--- config.mk ---
export PLATFORM = sky130hd
export DESIGN_NAME = aimrd_top
export DESIGN_NICKNAME = d
export VERILOG_FILES = /design/src/rtl/aimrd_pkg.sv /design/src/rtl/aimrd_top.sv
export SDC_FILE = /design/constraint.sdc
export NUM_CORES = 1
export LEC_CHECK = 0
export BUFFER_PORTS_ARGS = -buffer_cell sky130_fd_sc_hd__buf_2
export CAP_MARGIN = 25
export CELL_PAD_IN_SITES_DETAIL_PLACEMENT = 1
export CELL_PAD_IN_SITES_GLOBAL_PLACEMENT = 1
export CORE_ASPECT_RATIO = 1.1
export CORE_MARGIN = 5
export CORE_UTILIZATION = 44
export DETAILED_ROUTE_END_ITERATION = 8
export PLACE_DENSITY = 0.9
export RECOVER_POWER = 50
export SETUP_SLACK_MARGIN = 0.4
export SKIP_LAST_GASP = 1
export SYNTH_ARGS = -nofsm -noshare
export SYNTH_HDL_FRONTEND = slang
export SYNTH_SLANG_ARGS = --single-unit
--- constraint.sdc ---
create_clock -name pclk -period 2.93 [get_ports pclk]
set_clock_uncertainty 0.05 [all_clocks]
set_input_delay 0.293 -clock pclk [delete_from_list [all_inputs] [get_ports pclk]]
set_output_delay 0.293 -clock pclk [all_outputs]
set_load 0.1 [all_outputs]
--- src/rtl/aimrd_pkg.sv ---
// package: constants, encodings and carrier types for the input mux and reference decoder
package aimrd_pkg;

    // configuration word layout
    localparam int CFG_WIDTH     = 14;
    localparam int CFG_UPD_POS   = 13;
    localparam int INCC_MSB      = 12;
    localparam int INCC_LSB      = 10;
    localparam int CHAN_MSB      = 9;
    localparam int CHAN_LSB      = 7;
    localparam int BW_POS        = 6;
    localparam int REFSEL_MSB    = 5;
    localparam int REFSEL_LSB    = 3;
    localparam int SEQ_MSB       = 2;
    localparam int SEQ_LSB       = 1;
    localparam int RB_POS        = 0;
    localparam logic [13:0] CFG_RESET = 14'h3fff;

    // serial shift counter
    localparam int BITCNT_WIDTH = 4;
    localparam logic [3:0] BITCNT_LAST = 4'hd;

    // apb register map (byte addresses)
    localparam int ADDR_WIDTH = 12;
    localparam logic [11:0] OFS_CFG_PEND   = 12'h000;
    localparam logic [11:0] OFS_CFG_ACTIVE = 12'h004;
    localparam logic [11:0] OFS_CTRL       = 12'h008;
    localparam logic [11:0] OFS_STATUS     = 12'h00c;
    localparam int CTRL_TEMP_POS = 0;
    localparam logic CTRL_TEMP_RESET = 1'b0;

    // input configuration codes
    localparam logic [2:0] INCC_SINGLE_GND = 3'h7;
    localparam logic [2:0] INCC_COM_BIP    = 3'h2;
    localparam logic [2:0] INCC_COM_GND    = 3'h6;
    localparam logic [1:0] INCC_PAIR_BIP   = 2'h0;
    localparam logic [1:0] INCC_PAIR_UNI   = 2'h2;

    // reference scheme codes
    localparam logic [2:0] REF_INT_2V5      = 3'h0;
    localparam logic [2:0] REF_INT_4V096    = 3'h1;
    localparam logic [2:0] REF_EXT_BUF_TEMP = 3'h2;
    localparam logic [2:0] REF_EXT_DIR_TEMP = 3'h3;
    localparam logic [2:0] REF_EXT_DIR      = 3'h6;
    localparam logic [2:0] REF_EXT_BUF      = 3'h7;

    typedef enum logic [1:0] {
        neg_gnd,
        neg_com,
        neg_pair
    } aimrd_neg_kind_type;

    typedef struct packed {
        logic [2:0]         pos_ch;
        aimrd_neg_kind_type neg_kind;
        logic [2:0]         neg_ch;
        logic               bipolar;
        logic               binary_code;
        logic               filter_bandwidth_bit;
        logic               int_ref_en;
        logic               int_ref_4v096;
        logic               ref_buf_en;
        logic               temp_sensor_en;
        logic               temp_selected;
    } aimrd_decode_type;

    typedef struct packed {
        logic [31:0] paddr_dummy_unused_none;
    } aimrd_unused_type;

    // decode of the reset word: channel 7 against ground, unipolar, buffer only
    localparam aimrd_decode_type DECODE_RESET = '{
        pos_ch:               3'h7,
        neg_kind:             neg_gnd,
        neg_ch:               3'h0,
        bipolar:              1'b0,
        binary_code:          1'b1,
        filter_bandwidth_bit: 1'b1,
        int_ref_en:           1'b0,
        int_ref_4v096:        1'b0,
        ref_buf_en:           1'b1,
        temp_sensor_en:       1'b0,
        temp_selected:        1'b0
    };

    // whole module state
    typedef struct packed {
        logic             sck_s1;
        logic             sck_s2;
        logic             sck_s3;
        logic             sdi_s1;
        logic             sdi_s2;
        logic             csn_s1;
        logic             csn_s2;
        logic [13:0]      shift;
        logic [3:0]       bit_cnt;
        logic [13:0]      pend;
        logic [13:0]      active;
        logic             temp_measure;
        aimrd_decode_type dec;
        logic [31:0]      prdata;
        logic             pready;
        logic             pslverr;
    } aimrd_state_type;

endpackage

--- src/rtl/aimrd_top.sv ---
// module: configuration word capture and input mux / reference decode with apb access
`timescale 1ns/100ps

module aimrd_top (
    input  wire logic                    pclk,
    input  wire logic                    presetn,
    input  wire logic                    psel,
    input  wire logic                    penable,
    input  wire logic                    pwrite,
    input  wire logic [11:0]             paddr,
    input  wire logic [31:0]             pwdata,
    output logic      [31:0]             prdata,
    output logic                         pready,
    output logic                         pslverr,
    input  wire logic                    cfg_sck,
    input  wire logic                    cfg_sdi,
    input  wire logic                    cfg_sel_n,
    input  wire logic                    conv_done,
    input  wire logic                    seq_active,
    input  wire logic [2:0]              seq_ch,
    output aimrd_pkg::aimrd_decode_type  decoded
);

    aimrd_pkg::aimrd_state_type state;
    aimrd_pkg::aimrd_state_type next_state;

    logic        sck_rise;
    logic        wr_take;
    logic        rd_setup;
    logic        addr_ok;
    logic [13:0] shifted;

    // reference, buffer and sensor enables for one reference code
    function automatic aimrd_pkg::aimrd_decode_type decode_reference(
        input aimrd_pkg::aimrd_decode_type din,
        input logic [2:0]                  refsel
    );
        aimrd_pkg::aimrd_decode_type d;
        d                = din;
        d.int_ref_en     = 1'b0;
        d.int_ref_4v096  = 1'b0;
        d.ref_buf_en     = 1'b0;
        d.temp_sensor_en = 1'b0;
        case (refsel)
            aimrd_pkg::REF_INT_2V5: begin
                d.int_ref_en = 1'b1;
                d.ref_buf_en = 1'b1;
            end
            aimrd_pkg::REF_INT_4V096: begin
                d.int_ref_en    = 1'b1;
                d.int_ref_4v096 = 1'b1;
                d.ref_buf_en    = 1'b1;
            end
            aimrd_pkg::REF_EXT_BUF_TEMP: begin
                d.ref_buf_en     = 1'b1;
                d.temp_sensor_en = 1'b1;
            end
            aimrd_pkg::REF_EXT_DIR_TEMP: begin
                // bandgap kept on only to feed the sensor
                d.int_ref_en = 1'b1;
            end
            aimrd_pkg::REF_EXT_BUF: begin
                d.ref_buf_en = 1'b1;
            end
            default: begin
                // direct external reference and spare codes: all off
                d.ref_buf_en = 1'b0;
            end
        endcase
        // the sensor runs whenever the bandgap runs
        if (d.int_ref_en) begin
            d.temp_sensor_en = 1'b1;
        end
        return d;
    endfunction

    // input mux, polarity and coding decode of one configuration word
    function automatic aimrd_pkg::aimrd_decode_type decode_word(
        input logic [13:0] cfg,
        input logic        use_seq,
        input logic [2:0]  seq_sel,
        input logic        temp_sel
    );
        aimrd_pkg::aimrd_decode_type d;
        logic [2:0]                  incc;
        logic [2:0]                  ch;
        incc = cfg[aimrd_pkg::INCC_MSB:aimrd_pkg::INCC_LSB];
        ch   = use_seq ? seq_sel : cfg[aimrd_pkg::CHAN_MSB:aimrd_pkg::CHAN_LSB];
        d    = '0;
        // 111 and the spare 011: single-ended against ground, unipolar
        d.pos_ch   = ch;
        d.neg_kind = aimrd_pkg::neg_gnd;
        d.neg_ch   = 3'h0;
        d.bipolar  = 1'b0;
        if (incc == aimrd_pkg::INCC_COM_BIP) begin
            d.neg_kind = aimrd_pkg::neg_com;
            d.bipolar  = 1'b1;
        end else if (incc == aimrd_pkg::INCC_COM_GND) begin
            d.neg_kind = aimrd_pkg::neg_com;
        end else if (incc[2:1] == aimrd_pkg::INCC_PAIR_BIP
                     || incc[2:1] == aimrd_pkg::INCC_PAIR_UNI) begin
            // code lsb ignored: adjacent pairs, partner is the sense input
            d.neg_kind = aimrd_pkg::neg_pair;
            d.bipolar  = (incc[2:1] == aimrd_pkg::INCC_PAIR_BIP);
            if (use_seq) begin
                d.pos_ch = {ch[2:1], 1'b0};
            end
            d.neg_ch = {d.pos_ch[2:1], ~d.pos_ch[0]};
        end
        d.filter_bandwidth_bit = cfg[aimrd_pkg::BW_POS];
        d.temp_selected        = temp_sel;
        d.binary_code          = ~d.bipolar | temp_sel;
        d = decode_reference(d, cfg[aimrd_pkg::REFSEL_MSB:aimrd_pkg::REFSEL_LSB]);
        return d;
    endfunction

    // next-state logic for the whole block
    always_comb begin
        next_state = state;

        // pin synchronisers, two flops before use
        next_state.sck_s1 = cfg_sck;
        next_state.sck_s2 = state.sck_s1;
        next_state.sck_s3 = state.sck_s2;
        next_state.sdi_s1 = cfg_sdi;
        next_state.sdi_s2 = state.sdi_s1;
        next_state.csn_s1 = cfg_sel_n;
        next_state.csn_s2 = state.csn_s1;

        // serial capture, msb first, 14 rising clock edges
        sck_rise = state.sck_s2 & ~state.sck_s3;
        shifted  = {state.shift[12:0], state.sdi_s2};
        if (state.csn_s2) begin
            next_state.bit_cnt = '0;
        end else if (sck_rise && state.bit_cnt <= aimrd_pkg::BITCNT_LAST) begin
            next_state.shift   = shifted;
            next_state.bit_cnt = state.bit_cnt + 4'h1;
            if (state.bit_cnt == aimrd_pkg::BITCNT_LAST) begin
                next_state.pend = shifted;
            end
        end

        // apb decode: no wait state, answer prepared in setup
        addr_ok  = (paddr == aimrd_pkg::OFS_CFG_PEND)
                 | (paddr == aimrd_pkg::OFS_CFG_ACTIVE)
                 | (paddr == aimrd_pkg::OFS_CTRL)
                 | (paddr == aimrd_pkg::OFS_STATUS);
        rd_setup = psel & ~penable;
        wr_take  = psel & penable & state.pready & pwrite & addr_ok;
        next_state.pready  = rd_setup;
        next_state.pslverr = rd_setup & ~addr_ok;
        next_state.prdata  = '0;
        if (rd_setup && !pwrite) begin
            case (paddr)
                aimrd_pkg::OFS_CFG_PEND:   next_state.prdata = {18'h0_0000, state.pend};
                aimrd_pkg::OFS_CFG_ACTIVE: next_state.prdata = {18'h0_0000, state.active};
                aimrd_pkg::OFS_CTRL: begin
                    next_state.prdata = {31'h0000_0000, state.temp_measure};
                end
                aimrd_pkg::OFS_STATUS: begin
                    next_state.prdata = {27'h000_0000, ~state.csn_s2, state.bit_cnt};
                end
                default: next_state.prdata = '0;
            endcase
        end

        // software writes; a completed serial word wins over an apb write
        if (wr_take && paddr == aimrd_pkg::OFS_CFG_PEND
            && !(sck_rise && !state.csn_s2 && state.bit_cnt == aimrd_pkg::BITCNT_LAST)) begin
            next_state.pend = pwdata[13:0];
        end
        if (wr_take && paddr == aimrd_pkg::OFS_CTRL) begin
            next_state.temp_measure = pwdata[aimrd_pkg::CTRL_TEMP_POS];
        end

        // pending word takes effect only at end of conversion
        if (conv_done) begin
            next_state.active = state.pend;
            next_state.dec    = decode_word(state.pend, seq_active, seq_ch,
                                            state.temp_measure);
        end
    end

    // state register
    always_ff @(posedge pclk or negedge presetn) begin
        if (!presetn) begin
            state              <= '0;
            state.csn_s1       <= 1'b1;
            state.csn_s2       <= 1'b1;
            state.pend         <= aimrd_pkg::CFG_RESET;
            state.active       <= aimrd_pkg::CFG_RESET;
            state.temp_measure <= aimrd_pkg::CTRL_TEMP_RESET;
            state.dec          <= aimrd_pkg::DECODE_RESET;
        end else begin
            state <= next_state;
        end
    end

    // outputs straight from the state register
    assign prdata  = state.prdata;
    assign pready  = state.pready;
    assign pslverr = state.pslverr;
    assign decoded = state.dec;

endmodule // aimrd_top

==> reports/results.tsv, run 1 <==
metric	value	unit
crit_path_start	state[80]$_DFFE_PN0P_	
violations_in_the_final_reports	capacitance limit, slew limit	
peakVddDrop	240.1	uV
grt_overflow_total	0	
antenna_cells	0	
antenna_found_initial	1	
post_route_non_filler_standard_cell_count	503	
synth_seq_cells	84	
leakagePower	2.011	nW
htree_levels	3	
critPathMaxStageDelay	0.61	ns
placed_cells	482	
worst-r2r-setup-slack	0.78	ns
std_cell_rows	36	
fin_util	49.04	%
crit_path_top_delay_cell	sky130_fd_sc_hd__nor3_4	
grt.total_usage	16.76	%
post_synth_cell_types	41	
biggest_fanout_along_the_worst_timing_path	15	
initial_utilization	45.02	%
power.density_cell_area	559.6	mW/mm^2
postSynthCellCount	346	
floorplan.io_pins	107	
timing.reg2reg.worst_path_depth	5	
netlist.top_cell.by_area	sky130_fd_sc_hd__dfrtp_1	
nets	444	
drt-wirelength-per-cell	17.89	um
detail_route.first_pass.iterations	4	
clkLatencyLatePin	0.36	ns
period_share	73.38	%
tritoncts.num_buffers	9	
drt-total-wl	9.000	mm
finalCriticalPeriod	2.150	ns
final_hold_violating_endpoints	0	
cts_hold_repair.buffers	3	
numClockSinks	84	
tritoncts	yes	
timing_max_transition_violations_final	38	
pwr-share-seq	52.5	%
synth.yosys.seq_area_share	53.71	%
clock_power_share	34.2	%
worstReg2RegStart	state[80]$_DFFE_PN0P_	
report.final.setup_viol	0	
route.detailed.drc	0	
synth_largest_type_area_fraction	30.69	%
worstMarginPinSlew	1.763	ns
critPathCapture	shifted[12]$_DFFE_PN0P_	
crit-reg2reg-capture	shifted[12]$_DFFE_PN0P_	
worst_setup_path_start_kind	flop	
status	finished with violations	
kind_of_end_point_of_the_critical_path	flop	
cts.clk_slew.worst_paths	0.08	ns
min_from	penable	
switching_power	0.6723	mW
floorplan.die.width	100.9	um
core_area	0.008874	mm^2
place.gp.congestion	0.7706	
cp.buffers_inverters	1	
post_route_cells_drive_above_1_share	39.33	%
cap_viol_max_count	1	
hold_ws	0.08099	ns
p_int	1.763	mW
cts_root_buf	sky130_fd_sc_hd__clkbuf_8	
postLayoutCellArea	0.004352	mm^2
floorplan.die_area	0.01109	mm^2
cts_resized	0	
synthToLayoutAreaGrowth	8.926	%
grt_max_degree	85	
cp_data_arrival_time	2.34	ns
grt_setup_unrepaired	false	
grt_pass1_wl	14.26	mm
placement.io_buffers	70	
postCtsSetupRepairBufs	0	
grt_pass1_vias	2797	
min_path_type	in2reg	
synth.top_cells.by_area	sky130_fd_sc_hd__dfrtp_1 (31%), sky130_fd_sc_hd__dfstp_2 (23%), sky130_fd_sc_hd__buf_4 (9.4%), sky130_fd_sc_hd__mux2_2 (9.0%), sky130_fd_sc_hd__nor2_1 (3.5%)	
synth_area_per_cell	11.55	um^2
clock_tree.buffer_depth	2	
fmaxAchievable	465.1	MHz
totalNegativeSetupSlack	0	ns
total_via_count_after_detailed_routing	2627	
fillCellCount	963	
critical_path_cell_by_cell	inv_1 -> ha_1 -> and4bb_2 -> nor3_4 -> mux2_2	
drtAntennaViolNets	0	
power.switching_fraction	27.61	%
pwr-share-comb	13.3	%
detail_route.vias_per_cell	5.223	
required_time_reported_for_the_critical_path_endpoint	3.12	ns
initialDrtViolationCount	123	
worst_slew_margin_rel	-17.53	%
die_height	109.9	um
worst-setup-path-type	reg2reg	
critical_path_cell_count	5	
synth.cell_area	0.003995	mm^2
dp_hpwl	6.306	mm
ys.warnings.count	0	
cell_family_with_most_cp_delay	simple AND/OR/NAND/NOR gates	
total_placed_instance_area	0.004105	mm^2
==> worst min-delay path by stage <==
stage | end | slack, ns | cells past startpoint
global placement | shifted[0]$_DFF_PN0_ | 0.28 | 0
finish | pready$_DFF_PN0_ | 0.08 | 2
floorplan | decoded[0]$_DFFE_PN0P_ | -0.05 | 0
detailed placement | next_state[101]$_DFF_PN0_ | 0.29 | 0
CTS | pready$_DFF_PN0_ | 0.06 | 2
global route | pready$_DFF_PN0_ | 0.06 | 2
==> placed cells by master (no fill, tap or decap), drive strengths merged, types with 2 or more instances in the layout <==
cell type,n
xnor2,2
mux2i,13
nor2b,3
clkinv,4
nand3,3
a21oi,6
nand3b,15
inv,13
o22ai,3
nand4,2
buf,68
dfrtp,49
nand2,4
o21ai,19
nor2,37
nor4,2
dlygate4sd3,4
nand2b,2
a31oi,16
nor3,2
conb,18
mux2,32
a22oi,4
ha,3
dfstp,35
clkbuf,15
nor3b,2
==> power by group through the flow <==
stage / clock [mW] / sequential [mW] / combinational (mW)
floorplan: 0 / 1.30 / 0.257
global placement: 0 / 1.29 / 0.310
detailed placement: 0 / 1.30 / 0.319
CTS: 0.847 / 1.28 / 0.323
global route: 0.904 / 1.29 / 0.345
finish: 0.832 / 1.28 / 0.324
==> synth_stat cells <==
master	number
sky130_fd_sc_hd__or2_1	1
sky130_fd_sc_hd__a21oi_1	6
sky130_fd_sc_hd__or3_1	1
sky130_fd_sc_hd__conb_1	1
sky130_fd_sc_hd__nand2b_1	2
sky130_fd_sc_hd__and4_1	1
sky130_fd_sc_hd__a31o_2	1
sky130_fd_sc_hd__o22ai_1	3
sky130_fd_sc_hd__nand3_1	3
sky130_fd_sc_hd__a31oi_1	16
sky130_fd_sc_hd__nor4bb_1	1
sky130_fd_sc_hd__nor3b_1	2
sky130_fd_sc_hd__nor3_4	1
sky130_fd_sc_hd__inv_1	13
sky130_fd_sc_hd__nand3b_1	15
sky130_fd_sc_hd__nor4_4	2
sky130_fd_sc_hd__dfrtp_1	49
sky130_fd_sc_hd__buf_2	5
sky130_fd_sc_hd__a22o_1	1
sky130_fd_sc_hd__ha_1	3
sky130_fd_sc_hd__mux4_2	1
sky130_fd_sc_hd__nand4_1	2
sky130_fd_sc_hd__o32ai_1	1
sky130_fd_sc_hd__xnor2_1	2
sky130_fd_sc_hd__clkbuf_1	8
sky130_fd_sc_hd__buf_4	50
sky130_fd_sc_hd__and2_1	1
sky130_fd_sc_hd__buf_6	2
sky130_fd_sc_hd__buf_1	1
sky130_fd_sc_hd__nand2_1	4
sky130_fd_sc_hd__mux2_2	32
sky130_fd_sc_hd__a22oi_1	4
sky130_fd_sc_hd__nor2_1	37
sky130_fd_sc_hd__and4bb_2	1
sky130_fd_sc_hd__nor3_1	1
sky130_fd_sc_hd__mux2i_1	13
sky130_fd_sc_hd__nor2b_1	3
sky130_fd_sc_hd__xor2_1	1
sky130_fd_sc_hd__and3b_1	1
sky130_fd_sc_hd__dfstp_2	35
sky130_fd_sc_hd__o21ai_0	19
==> layout make-up <==
| cell class | count | area (um^2) | area share [%] |
|---|---|---|---|
| clock buffers | 11 | 151.4 | 3.479 |
| well taps | 114 | 142.6 | 3.278 |
| repair buffers | 76 | 420.4 | 9.661 |
| multi-input cells | 200 | 1393 | 32.00 |
| flip-flops and latches | 84 | 2146 | 49.31 |
| inverters | 13 | 48.80 | 1.121 |
| clock inverters | 5 | 50.05 | 1.150 |
==> metal layers <==
layer | track usage [%] | vias up | wire [um]
met5 | 0 | - | 11
met4 | 6.737 | 2 | 174
met3 | 4.124 | 15 | 498
met2 | 28.83 | 70 | 4648
met1 | 20.09 | 1344 | 3666
li1 | - | 1196 | -
==> flip-flops by register name, indices dropped and copies added (netlist names) <==
register,cells
state,35
prdata,14
next_state,4
pready,1
shifted,14
pslverr,1
decoded,15
==> logic make-up after synthesis <==
group / Yosys count / share of synthesized area (%)
XOR/XNOR: 3 / 0.6578
multiplexers: 46 / 12.84
other: 1 / 0.09387
adder cells (fa/ha/maj): 3 / 0.9397
AND/OR/NAND/NOR: 79 / 11.59
flip-flops: 84 / 53.71
buffers and inverters: 79 / 12.65
AO/OA/AOI/OAI: 51 / 7.517
==> through the flow <==
step	setup WS, ns	total power [mW]
floorplan	0.8205	1.552
global placement	0.8677	1.605
detailed placement	0.7896	1.618
CTS	0.7767	2.449
global route	0.6476	2.539
finish	0.7799	2.435
Note: power is estimated with default switching activity, not from simulation.
==> run 2: changes to the inputs <==
--- a/config.mk
+++ b/config.mk
@@ -11,9 +11,9 @@
 export CELL_PAD_IN_SITES_GLOBAL_PLACEMENT = 1
 export CORE_ASPECT_RATIO = 1.1
 export CORE_MARGIN = 5
-export CORE_UTILIZATION = 44
+export CORE_UTILIZATION = 41
 export DETAILED_ROUTE_END_ITERATION = 8
-export PLACE_DENSITY = 0.9
+export PLACE_DENSITY = 0.85
 export RECOVER_POWER = 50
 export SETUP_SLACK_MARGIN = 0.4
 export SKIP_LAST_GASP = 1
==> constraint.sdc (replaced) <==
create_clock -name pclk -period 2 [get_ports pclk]
set_clock_uncertainty 0.05 [all_clocks]
set_input_delay 0.2 -clock pclk [delete_from_list [all_inputs] [get_ports pclk]]
set_output_delay 0.2 -clock pclk [all_outputs]
set_load 0.1 [all_outputs]
==> run 2 against run 1 <==
Effect of this change:
- the flow still finishes with violations (capacitance limit, slew limit)
- clock power grew 69%
- total power grew 62%
- combinational power grew 81%
- via count grew 6.5%
- setup slack lost 0.73 ns
- critical path depth grew 3
- critical endpoint is now state[82]$_DFFE_PN0P_
- maximum frequency grew 10%
- first-iteration DRC count shrank 19%
==> reports/results.tsv, run 2 (synthesis gave the netlist of run 1 again) <==
metric	value	unit	change
met3WireLength	441	um	was 498 um
grt_max_degree	51		was 85
clkLatencyLatePin	0.38	ns	was 0.36 ns
floorplan.io_pins	107		unchanged
min_from	pwdata[3]		was penable
timing.reg2reg.worst_path_depth	8		was 5
required_time_reported_for_the_critical_path_endpoint	2.20	ns	was 3.12 ns
leakagePower	2.233	nW	was 2.011 nW
kind_of_end_point_of_the_critical_path	flop		unchanged
min_path_type	in2reg		unchanged
wl_met1	4.602	mm	was 3.666 mm
synthToLayoutAreaGrowth	25.78	%	was 8.926%
initialDrtViolationCount	100		was 123
largest_register_ffs	35		unchanged
final_hold_violating_endpoints	0		unchanged
grt_setup_unrepaired	true		was false
detail_route.first_pass.iterations	4		unchanged
dp_hpwl	6.770	mm	was 6.306 mm
numClockSinks	84		unchanged
antenna_found_initial	1		unchanged
nets	467		was 444
detail_route.vias_per_cell	5.279		was 5.223
hold_path_endpoint	state[68]$_DFFE_PN1P_		was pready$_DFF_PN0_
hold_depth	3		was 2
totalNegativeSetupSlack	0	ns	unchanged
floorplan.die.width	104.1	um	was 100.9 um
fin_util	53.21	%	was 49.04%
placed_cells	494		was 482
report.final.setup_viol	0		unchanged
maxUsedRoutingLayer	met4		was met5
worst_setup_path_start_kind	flop		unchanged
total_placed_instance_area	0.004233	mm^2	was 0.004105 mm^2
htree_levels	3		unchanged
violations_in_the_final_reports	capacitance limit, slew limit		unchanged
top_register	state		unchanged
met2RoutedLength	6.249	mm	was 4.648 mm
route.detailed.drc	0		unchanged
grt.total_usage	17.62	%	was 16.76%
period_share	97.52	%	was 73.38%
cap_viol_max_count	1		unchanged
post_route_cells_drive_above_1_share	51.94	%	was 39.33%
total_power	3.934	mW	was 2.435 mW
worst-setup-path-type	reg2reg		unchanged
power.density_cell_area	783.0	mW/mm^2	was 559.6 mW/mm^2
drt-wirelength-per-cell	21.69	um	was 17.89 um
postLayoutCellArea	0.005025	mm^2	was 0.004352 mm^2
place.gp.congestion	0.7520		was 0.7706
grt_pass1_vias	3071		was 2,797
worst_slew_margin_rel	-5.278	%	was -17.53%
tritoncts.num_buffers	9		unchanged
initial_utilization	42.30	%	was 45.02%
die_height	113.5	um	was 109.9 um
worstReg2RegStart	state[79]$_DFFE_PN0P_		was state[80]$_DFFE_PN0P_
worst-r2r-setup-slack	0.05	ns	was 0.78 ns
total_via_count_after_detailed_routing	2798		was 2,627
cts_root_buf	sky130_fd_sc_hd__clkbuf_8		unchanged
peakVddDrop	292.9	uV	was 240.1 uV
tritoncts	yes		unchanged
finalCriticalPeriod	1.950	ns	was 2.150 ns
drtAntennaViolNets	0		unchanged
floorplan.die_area	0.01182	mm^2	was 0.01109 mm^2
worstMarginPinSlew	1.579	ns	was 1.763 ns
cts.clk_slew.worst_paths	0.09	ns	was 0.08 ns
placement.io_buffers	70		unchanged
std_cell_rows	37		was 36
post_route_non_filler_standard_cell_count	530		was 503
drt-total-wl	11.49	mm	was 9.000 mm
grt_overflow_total	0		unchanged
clock_tree.buffer_depth	2		unchanged
grt_pass1_wl	16.68	mm	was 14.26 mm
biggest_fanout_along_the_worst_timing_path	4		was 15
timing_max_transition_violations_final	32		was 38
leading_cell_type_in_the_layout_fill_and_taps_excluded	sky130_fd_sc_hd__buf_2		unchanged
core_area	0.009444	mm^2	was 0.008874 mm^2
crit-reg2reg-capture	state[82]$_DFFE_PN0P_		was shifted[12]$_DFFE_PN0P_
fmaxAchievable	512.7	MHz	was 465.1 MHz
cp_data_arrival_time	2.15	ns	was 2.34 ns
most-common-layout-cells	sky130_fd_sc_hd__buf_2 (62), sky130_fd_sc_hd__dfrtp_1 (47), sky130_fd_sc_hd__dfstp_2 (35), sky130_fd_sc_hd__nor2_1 (22), sky130_fd_sc_hd__o21ai_0 (19)		was sky130_fd_sc_hd__buf_2 (66), sky130_fd_sc_hd__dfrtp_1 (49), sky130_fd_sc_hd__nor2_1 (37), sky130_fd_sc_hd__mux2_2 (32), sky130_fd_sc_hd__dfstp_2 (32)
status	finished with violations		unchanged
-- run 2: changes by cell type in the layout (fill, tap and decap cells not counted), moves of 4 or more --
cell | previous run | this run
sky130_fd_sc_hd__nor2_4 | 0 | 13
sky130_fd_sc_hd__a31oi_4 | 0 | 8
sky130_fd_sc_hd__buf_4 | 1 | 13
sky130_fd_sc_hd__a31oi_1 | 16 | 6
sky130_fd_sc_hd__mux2_2 | 32 | 17
sky130_fd_sc_hd__nor2_1 | 37 | 22
sky130_fd_sc_hd__mux2_4 | 0 | 14
sky130_fd_sc_hd__clkbuf_4 | 0 | 4
sky130_fd_sc_hd__buf_2 | 66 | 62
sky130_fd_sc_hd__buf_6 | 0 | 4
-- run 2: how the worst max path moves through the flow --
stage,from,end
6_report,state[79]$_DFFE_PN0P_,state[82]$_DFFE_PN0P_
5_1_grt,state[79]$_DFFE_PN0P_,state[82]$_DFFE_PN0P_
4_1_cts,state[79]$_DFFE_PN0P_,shifted[2]$_DFFE_PN0P_
3_5_place_dp,state[80]$_DFFE_PN0P_,shifted[12]$_DFFE_PN0P_
3_3_place_gp,state[79]$_DFFE_PN0P_,shifted[13]$_DFFE_PN0P_
2_1_floorplan,state[80]$_DFFE_PN0P_,shifted[10]$_DFFE_PN0P_
-- run 2: layout make-up --
cell class	count	area [um^2]
antenna	1	2.502
clock inverter	7	97.59
sequential	84	2151
multi-input combinational	200	1759
fill	1011	4419
clock buffer	9	123.9
timing repair buffer	99	695.7
inverter	13	48.80
tap	117	146.4
-- run 2: per-stage QoR --
step | hold slack [ns] | setup WS, ns
after global routing | 0.02320 | 0.0009783
final | 0.02379 | 0.04966
after floorplan | -0.1456 | 0.1616
after CTS | 0.005347 | 0.1780
after detailed placement | 0.07168 | 0.05463
after global placement | 0.06324 | 0.1665
-- run 2: timing repair --
action | CTS | global route
endpoints found under the setup margin | 32 | 35
hold endpoints to repair | 27 | 0
cloned | 1 | 3
hold buffers | 5 | 0
resized for setup | 27 | 57
pin swaps | 2 | 12
setup buffers | 8 | 2
-- run 2: layer usage --
metal | global-route usage [%] | vias to the layer above
li1 | - | 1244
met1 | 20.62 | 1462
met2 | 30.61 | 76
met3 | 4.527 | 16
met4 | 7.686 | 0
met5 | 0 | -
-- run 2: worst max-delay path: stages, from the launching register on --
cell                       delay [ns]
sky130_fd_sc_hd__dfrtp_2         0.48
sky130_fd_sc_hd__inv_2           0.06
sky130_fd_sc_hd__ha_1            0.15
sky130_fd_sc_hd__and4bb_2        0.26
sky130_fd_sc_hd__buf_4           0.14
sky130_fd_sc_hd__buf_6           0.11
sky130_fd_sc_hd__nor3_1          0.30
sky130_fd_sc_hd__xnor2_1         0.20
sky130_fd_sc_hd__nor2_1          0.07
-- run 2: power by group --
group | internal, mW | switching (mW) | leakage, nW
registers | 1.81 | 0.137 | 1.01
clock network | 0.710 | 0.697 | 0.106
logic | 0.215 | 0.371 | 1.11
total | 2.73 | 1.20 | 2.23
==> run 3: changes to the inputs <==
--- a/config.mk
+++ b/config.mk
@@ -7,13 +7,13 @@
 export LEC_CHECK = 0
 export BUFFER_PORTS_ARGS = -buffer_cell sky130_fd_sc_hd__buf_2
 export CAP_MARGIN = 25
-export CELL_PAD_IN_SITES_DETAIL_PLACEMENT = 1
-export CELL_PAD_IN_SITES_GLOBAL_PLACEMENT = 1
+export CELL_PAD_IN_SITES_DETAIL_PLACEMENT = 0
+export CELL_PAD_IN_SITES_GLOBAL_PLACEMENT = 2
 export CORE_ASPECT_RATIO = 1.1
 export CORE_MARGIN = 5
-export CORE_UTILIZATION = 41
+export CORE_UTILIZATION = 33
 export DETAILED_ROUTE_END_ITERATION = 8
-export PLACE_DENSITY = 0.85
+export PLACE_DENSITY = 0.84
 export RECOVER_POWER = 50
 export SETUP_SLACK_MARGIN = 0.4
 export SKIP_LAST_GASP = 1
==> run 3 against run 2 <==
Effect of this change:
- the run now ends clean
- critical path depth did not move
- hold slack improved by 0.035 ns
- count of clock-buffer cells in the layout is 3 higher
- flip-flop and latch count unchanged
- sequential share of layout area rose by 1.7 points
- global-route usage is 6.2 points lower
- register-to-register slack gained 0.13 ns
- critical endpoint unchanged
- highest routed layer is now met5
==> reports/results.tsv, run 3 (synthesis gave the netlist of run 1 again) <==
metric	value	unit	change
status	finished clean		was finished with violations
largest_register_ffs	35		unchanged
post_route_cells_drive_above_1_share	45.19	%	was 51.94%
nets	460		was 467
floorplan.io_pins	107		unchanged
fillCellCount	1146		was 1,011
tritoncts	yes		unchanged
finalCriticalPeriod	1.818	ns	was 1.950 ns
total_area_of_multi_input_combinational_cells	0.001531	mm^2	was 0.001759 mm^2
initialDrtViolationCount	162		was 100
postLayoutCellArea	0.004830	mm^2	was 0.005025 mm^2
grt.total_usage	11.46	%	was 17.62%
grt_setup_unrepaired	true		unchanged
dp_hpwl	5.705	mm	was 6.770 mm
detail_route.vias_per_cell	4.644		was 5.279
critical_path_cell_by_cell	inv_2 -> ha_4 -> and4bb_2 -> buf_4 -> buf_6 -> nor3_1 -> xnor2_1 -> nor2_1		was inv_2 -> ha_1 -> and4bb_2 -> buf_4 -> buf_6 -> nor3_1 -> xnor2_1 -> nor2_1
timing_max_transition_violations_final	0		was 32
drt-total-wl	8.131	mm	was 11.49 mm
tritoncts.num_buffers	9		unchanged
total_power	4.198	mW	was 3.934 mW
min_path_type	in2reg		unchanged
pre_cts_ws	0.1401	ns	was 0.05463 ns
cp_data_arrival_time	1.99	ns	was 2.15 ns
htree_levels	3		unchanged
total_via_count_after_detailed_routing	2596		was 2,798
power.density_cell_area	869.3	mW/mm^2	was 783.0 mW/mm^2
route.detailed.drc	0		unchanged
synthToLayoutAreaGrowth	20.89	%	was 25.78%
total_placed_instance_area	0.004264	mm^2	was 0.004233 mm^2
cap_viol_max_count	0		was 1
fmaxAchievable	549.9	MHz	was 512.7 MHz
drtAntennaViolNets	0		unchanged
crit_path_top_delay_cell	sky130_fd_sc_hd__dfrtp_1		was sky130_fd_sc_hd__dfrtp_2
placement.io_buffers	70		unchanged
sequential_cell_area	0.002151	mm^2	unchanged
antenna_found_initial	1		unchanged
worstMarginPinSlew	1.434	ns	was 1.579 ns
drt-wirelength-per-cell	14.55	um	was 21.69 um
cell_family_with_most_cp_delay	simple AND/OR/NAND/NOR gates		unchanged
final_hold_violating_endpoints	0		unchanged
worst_setup_path_start_kind	flop		unchanged
leakagePower	2.198	nW	was 2.233 nW
floorplan.die.width	114.9	um	was 104.1 um
initial_utilization	33.49	%	was 42.30%
antenna_cells	0		was 1
kind_of_end_point_of_the_critical_path	flop		unchanged
most-common-layout-cells	sky130_fd_sc_hd__buf_2 (66), sky130_fd_sc_hd__dfrtp_1 (47), sky130_fd_sc_hd__nor2_1 (35), sky130_fd_sc_hd__dfstp_2 (35)		was sky130_fd_sc_hd__buf_2 (62), sky130_fd_sc_hd__dfrtp_1 (47), sky130_fd_sc_hd__dfstp_2 (35), sky130_fd_sc_hd__nor2_1 (22), sky130_fd_sc_hd__o21ai_0 (19)
grt_pass1_wl	13.12	mm	was 16.68 mm
period_share	90.92	%	was 97.52%
grt_max_degree	62		was 51
worst_slew_margin_rel	4.402	%	was -5.278%
peakVddDrop	442.3	uV	was 292.9 uV
totalNegativeSetupSlack	0	ns	unchanged
biggest_fanout_along_the_worst_timing_path	3		was 4
cts_root_buf	sky130_fd_sc_hd__clkbuf_16		was sky130_fd_sc_hd__clkbuf_8
report.final.setup_viol	0		unchanged
clkLatencyLatePin	0.33	ns	was 0.38 ns
worst-setup-path-type	reg2reg		unchanged
top_register	state		unchanged
place.gp.congestion	0.8032		was 0.7520
grt_pass1_vias	2613		was 3,071
grt_overflow_total	0		unchanged
clock_tree.buffer_depth	2		unchanged
critPathMaxStageDelay	0.40	ns	was 0.48 ns
required_time_reported_for_the_critical_path_endpoint	2.17	ns	was 2.20 ns
numClockSinks	84		unchanged
cp.buffers_inverters	3		unchanged
detail_route.first_pass.iterations	4		unchanged
layout_setup_ws	0.1816	ns	was 0.04966 ns
leading_cell_type_in_the_layout_fill_and_taps_excluded	sky130_fd_sc_hd__buf_2		unchanged
cts.clk_slew.worst_paths	0.06	ns	was 0.09 ns
floorplan.die_area	0.01441	mm^2	was 0.01182 mm^2
std_cell_rows	42		was 37
core_area	0.01193	mm^2	was 0.009444 mm^2
die_height	125.4	um	was 113.5 um
==> run 3: tightest hold or removal path, stage by stage <==
cell and delay [ns]:
sky130_fd_sc_hd__buf_2 0.09, sky130_fd_sc_hd__nand3b_1 0.07, sky130_fd_sc_hd__a31oi_1 0.07
==> run 3: routing by layer <==
layer  global-route usage, %  vias up  share of wire, %
met4                   5.456        2               2.9
met2                   17.81       65                47
li1                        -     1232                 -
met3                   2.755       17               5.0
met1                   14.93     1280                45
met5                       0        -             0.086
==> run 3: final cells by class <==
class                      instances  share of cell area, %
tap                              154                  3.990
clock buffer                      12                  5.104
multi-input combinational        200                  31.71
timing repair buffer              92                  12.15
inverter                          13                  1.010
clock inverter                     4                  1.503
sequential                        84                  44.53
==> run 3: through the flow <==
step | utilization, % | std cells | hold slack, ns
detailed placement | 35.75 | 529 | 0.06508
global route | 40.49 | 559 | 0.06377
global placement | 35.75 | 529 | 0.06646
floorplan | - | 363 | -0.1456
finish | 40.49 | 559 | 0.05903
CTS | 40.27 | 558 | 0.05434
==> run 3: worst paths after layout <==
path / end / slack, ns / depth (start not counted) / startpoint
setup / recovery: state[82]$_DFFE_PN0P_ / 0.18 / 8 / state[80]$_DFFE_PN0P_
hold / removal: state[78]$_DFFE_PN1P_ / 0.06 / 3 / pwdata[13]
setup reg to reg: state[82]$_DFFE_PN0P_ / 0.18 / 8 / state[80]$_DFFE_PN0P_
hold reg to reg: shifted[0]$_DFF_PN0_ / 0.30 / 0 / next_state[99]$_DFF_PN0_
max in group asynchronous: state[79]$_DFFE_PN0P_ / 0.46 / 3 / presetn
min in group asynchronous: decoded[1]$_DFFE_PN0P_ / 0.25 / 2 / presetn
==> run 3: what timing repair did <==
item / in CTS / in global routing
pin swaps: 5 / 6
hold endpoints to repair: 27 / 0
hold buffers: 5 / 0
gates cloned: 1 / 0
gates resized for setup: 25 / 8
buffers inserted: 7 / 1
endpoints found under the setup margin: 29 / 32
==> run 3: power breakdown <==
group	internal [mW]	switching, mW
clock	1.13	0.632
sequential	1.81	0.0795
combinational	0.207	0.345
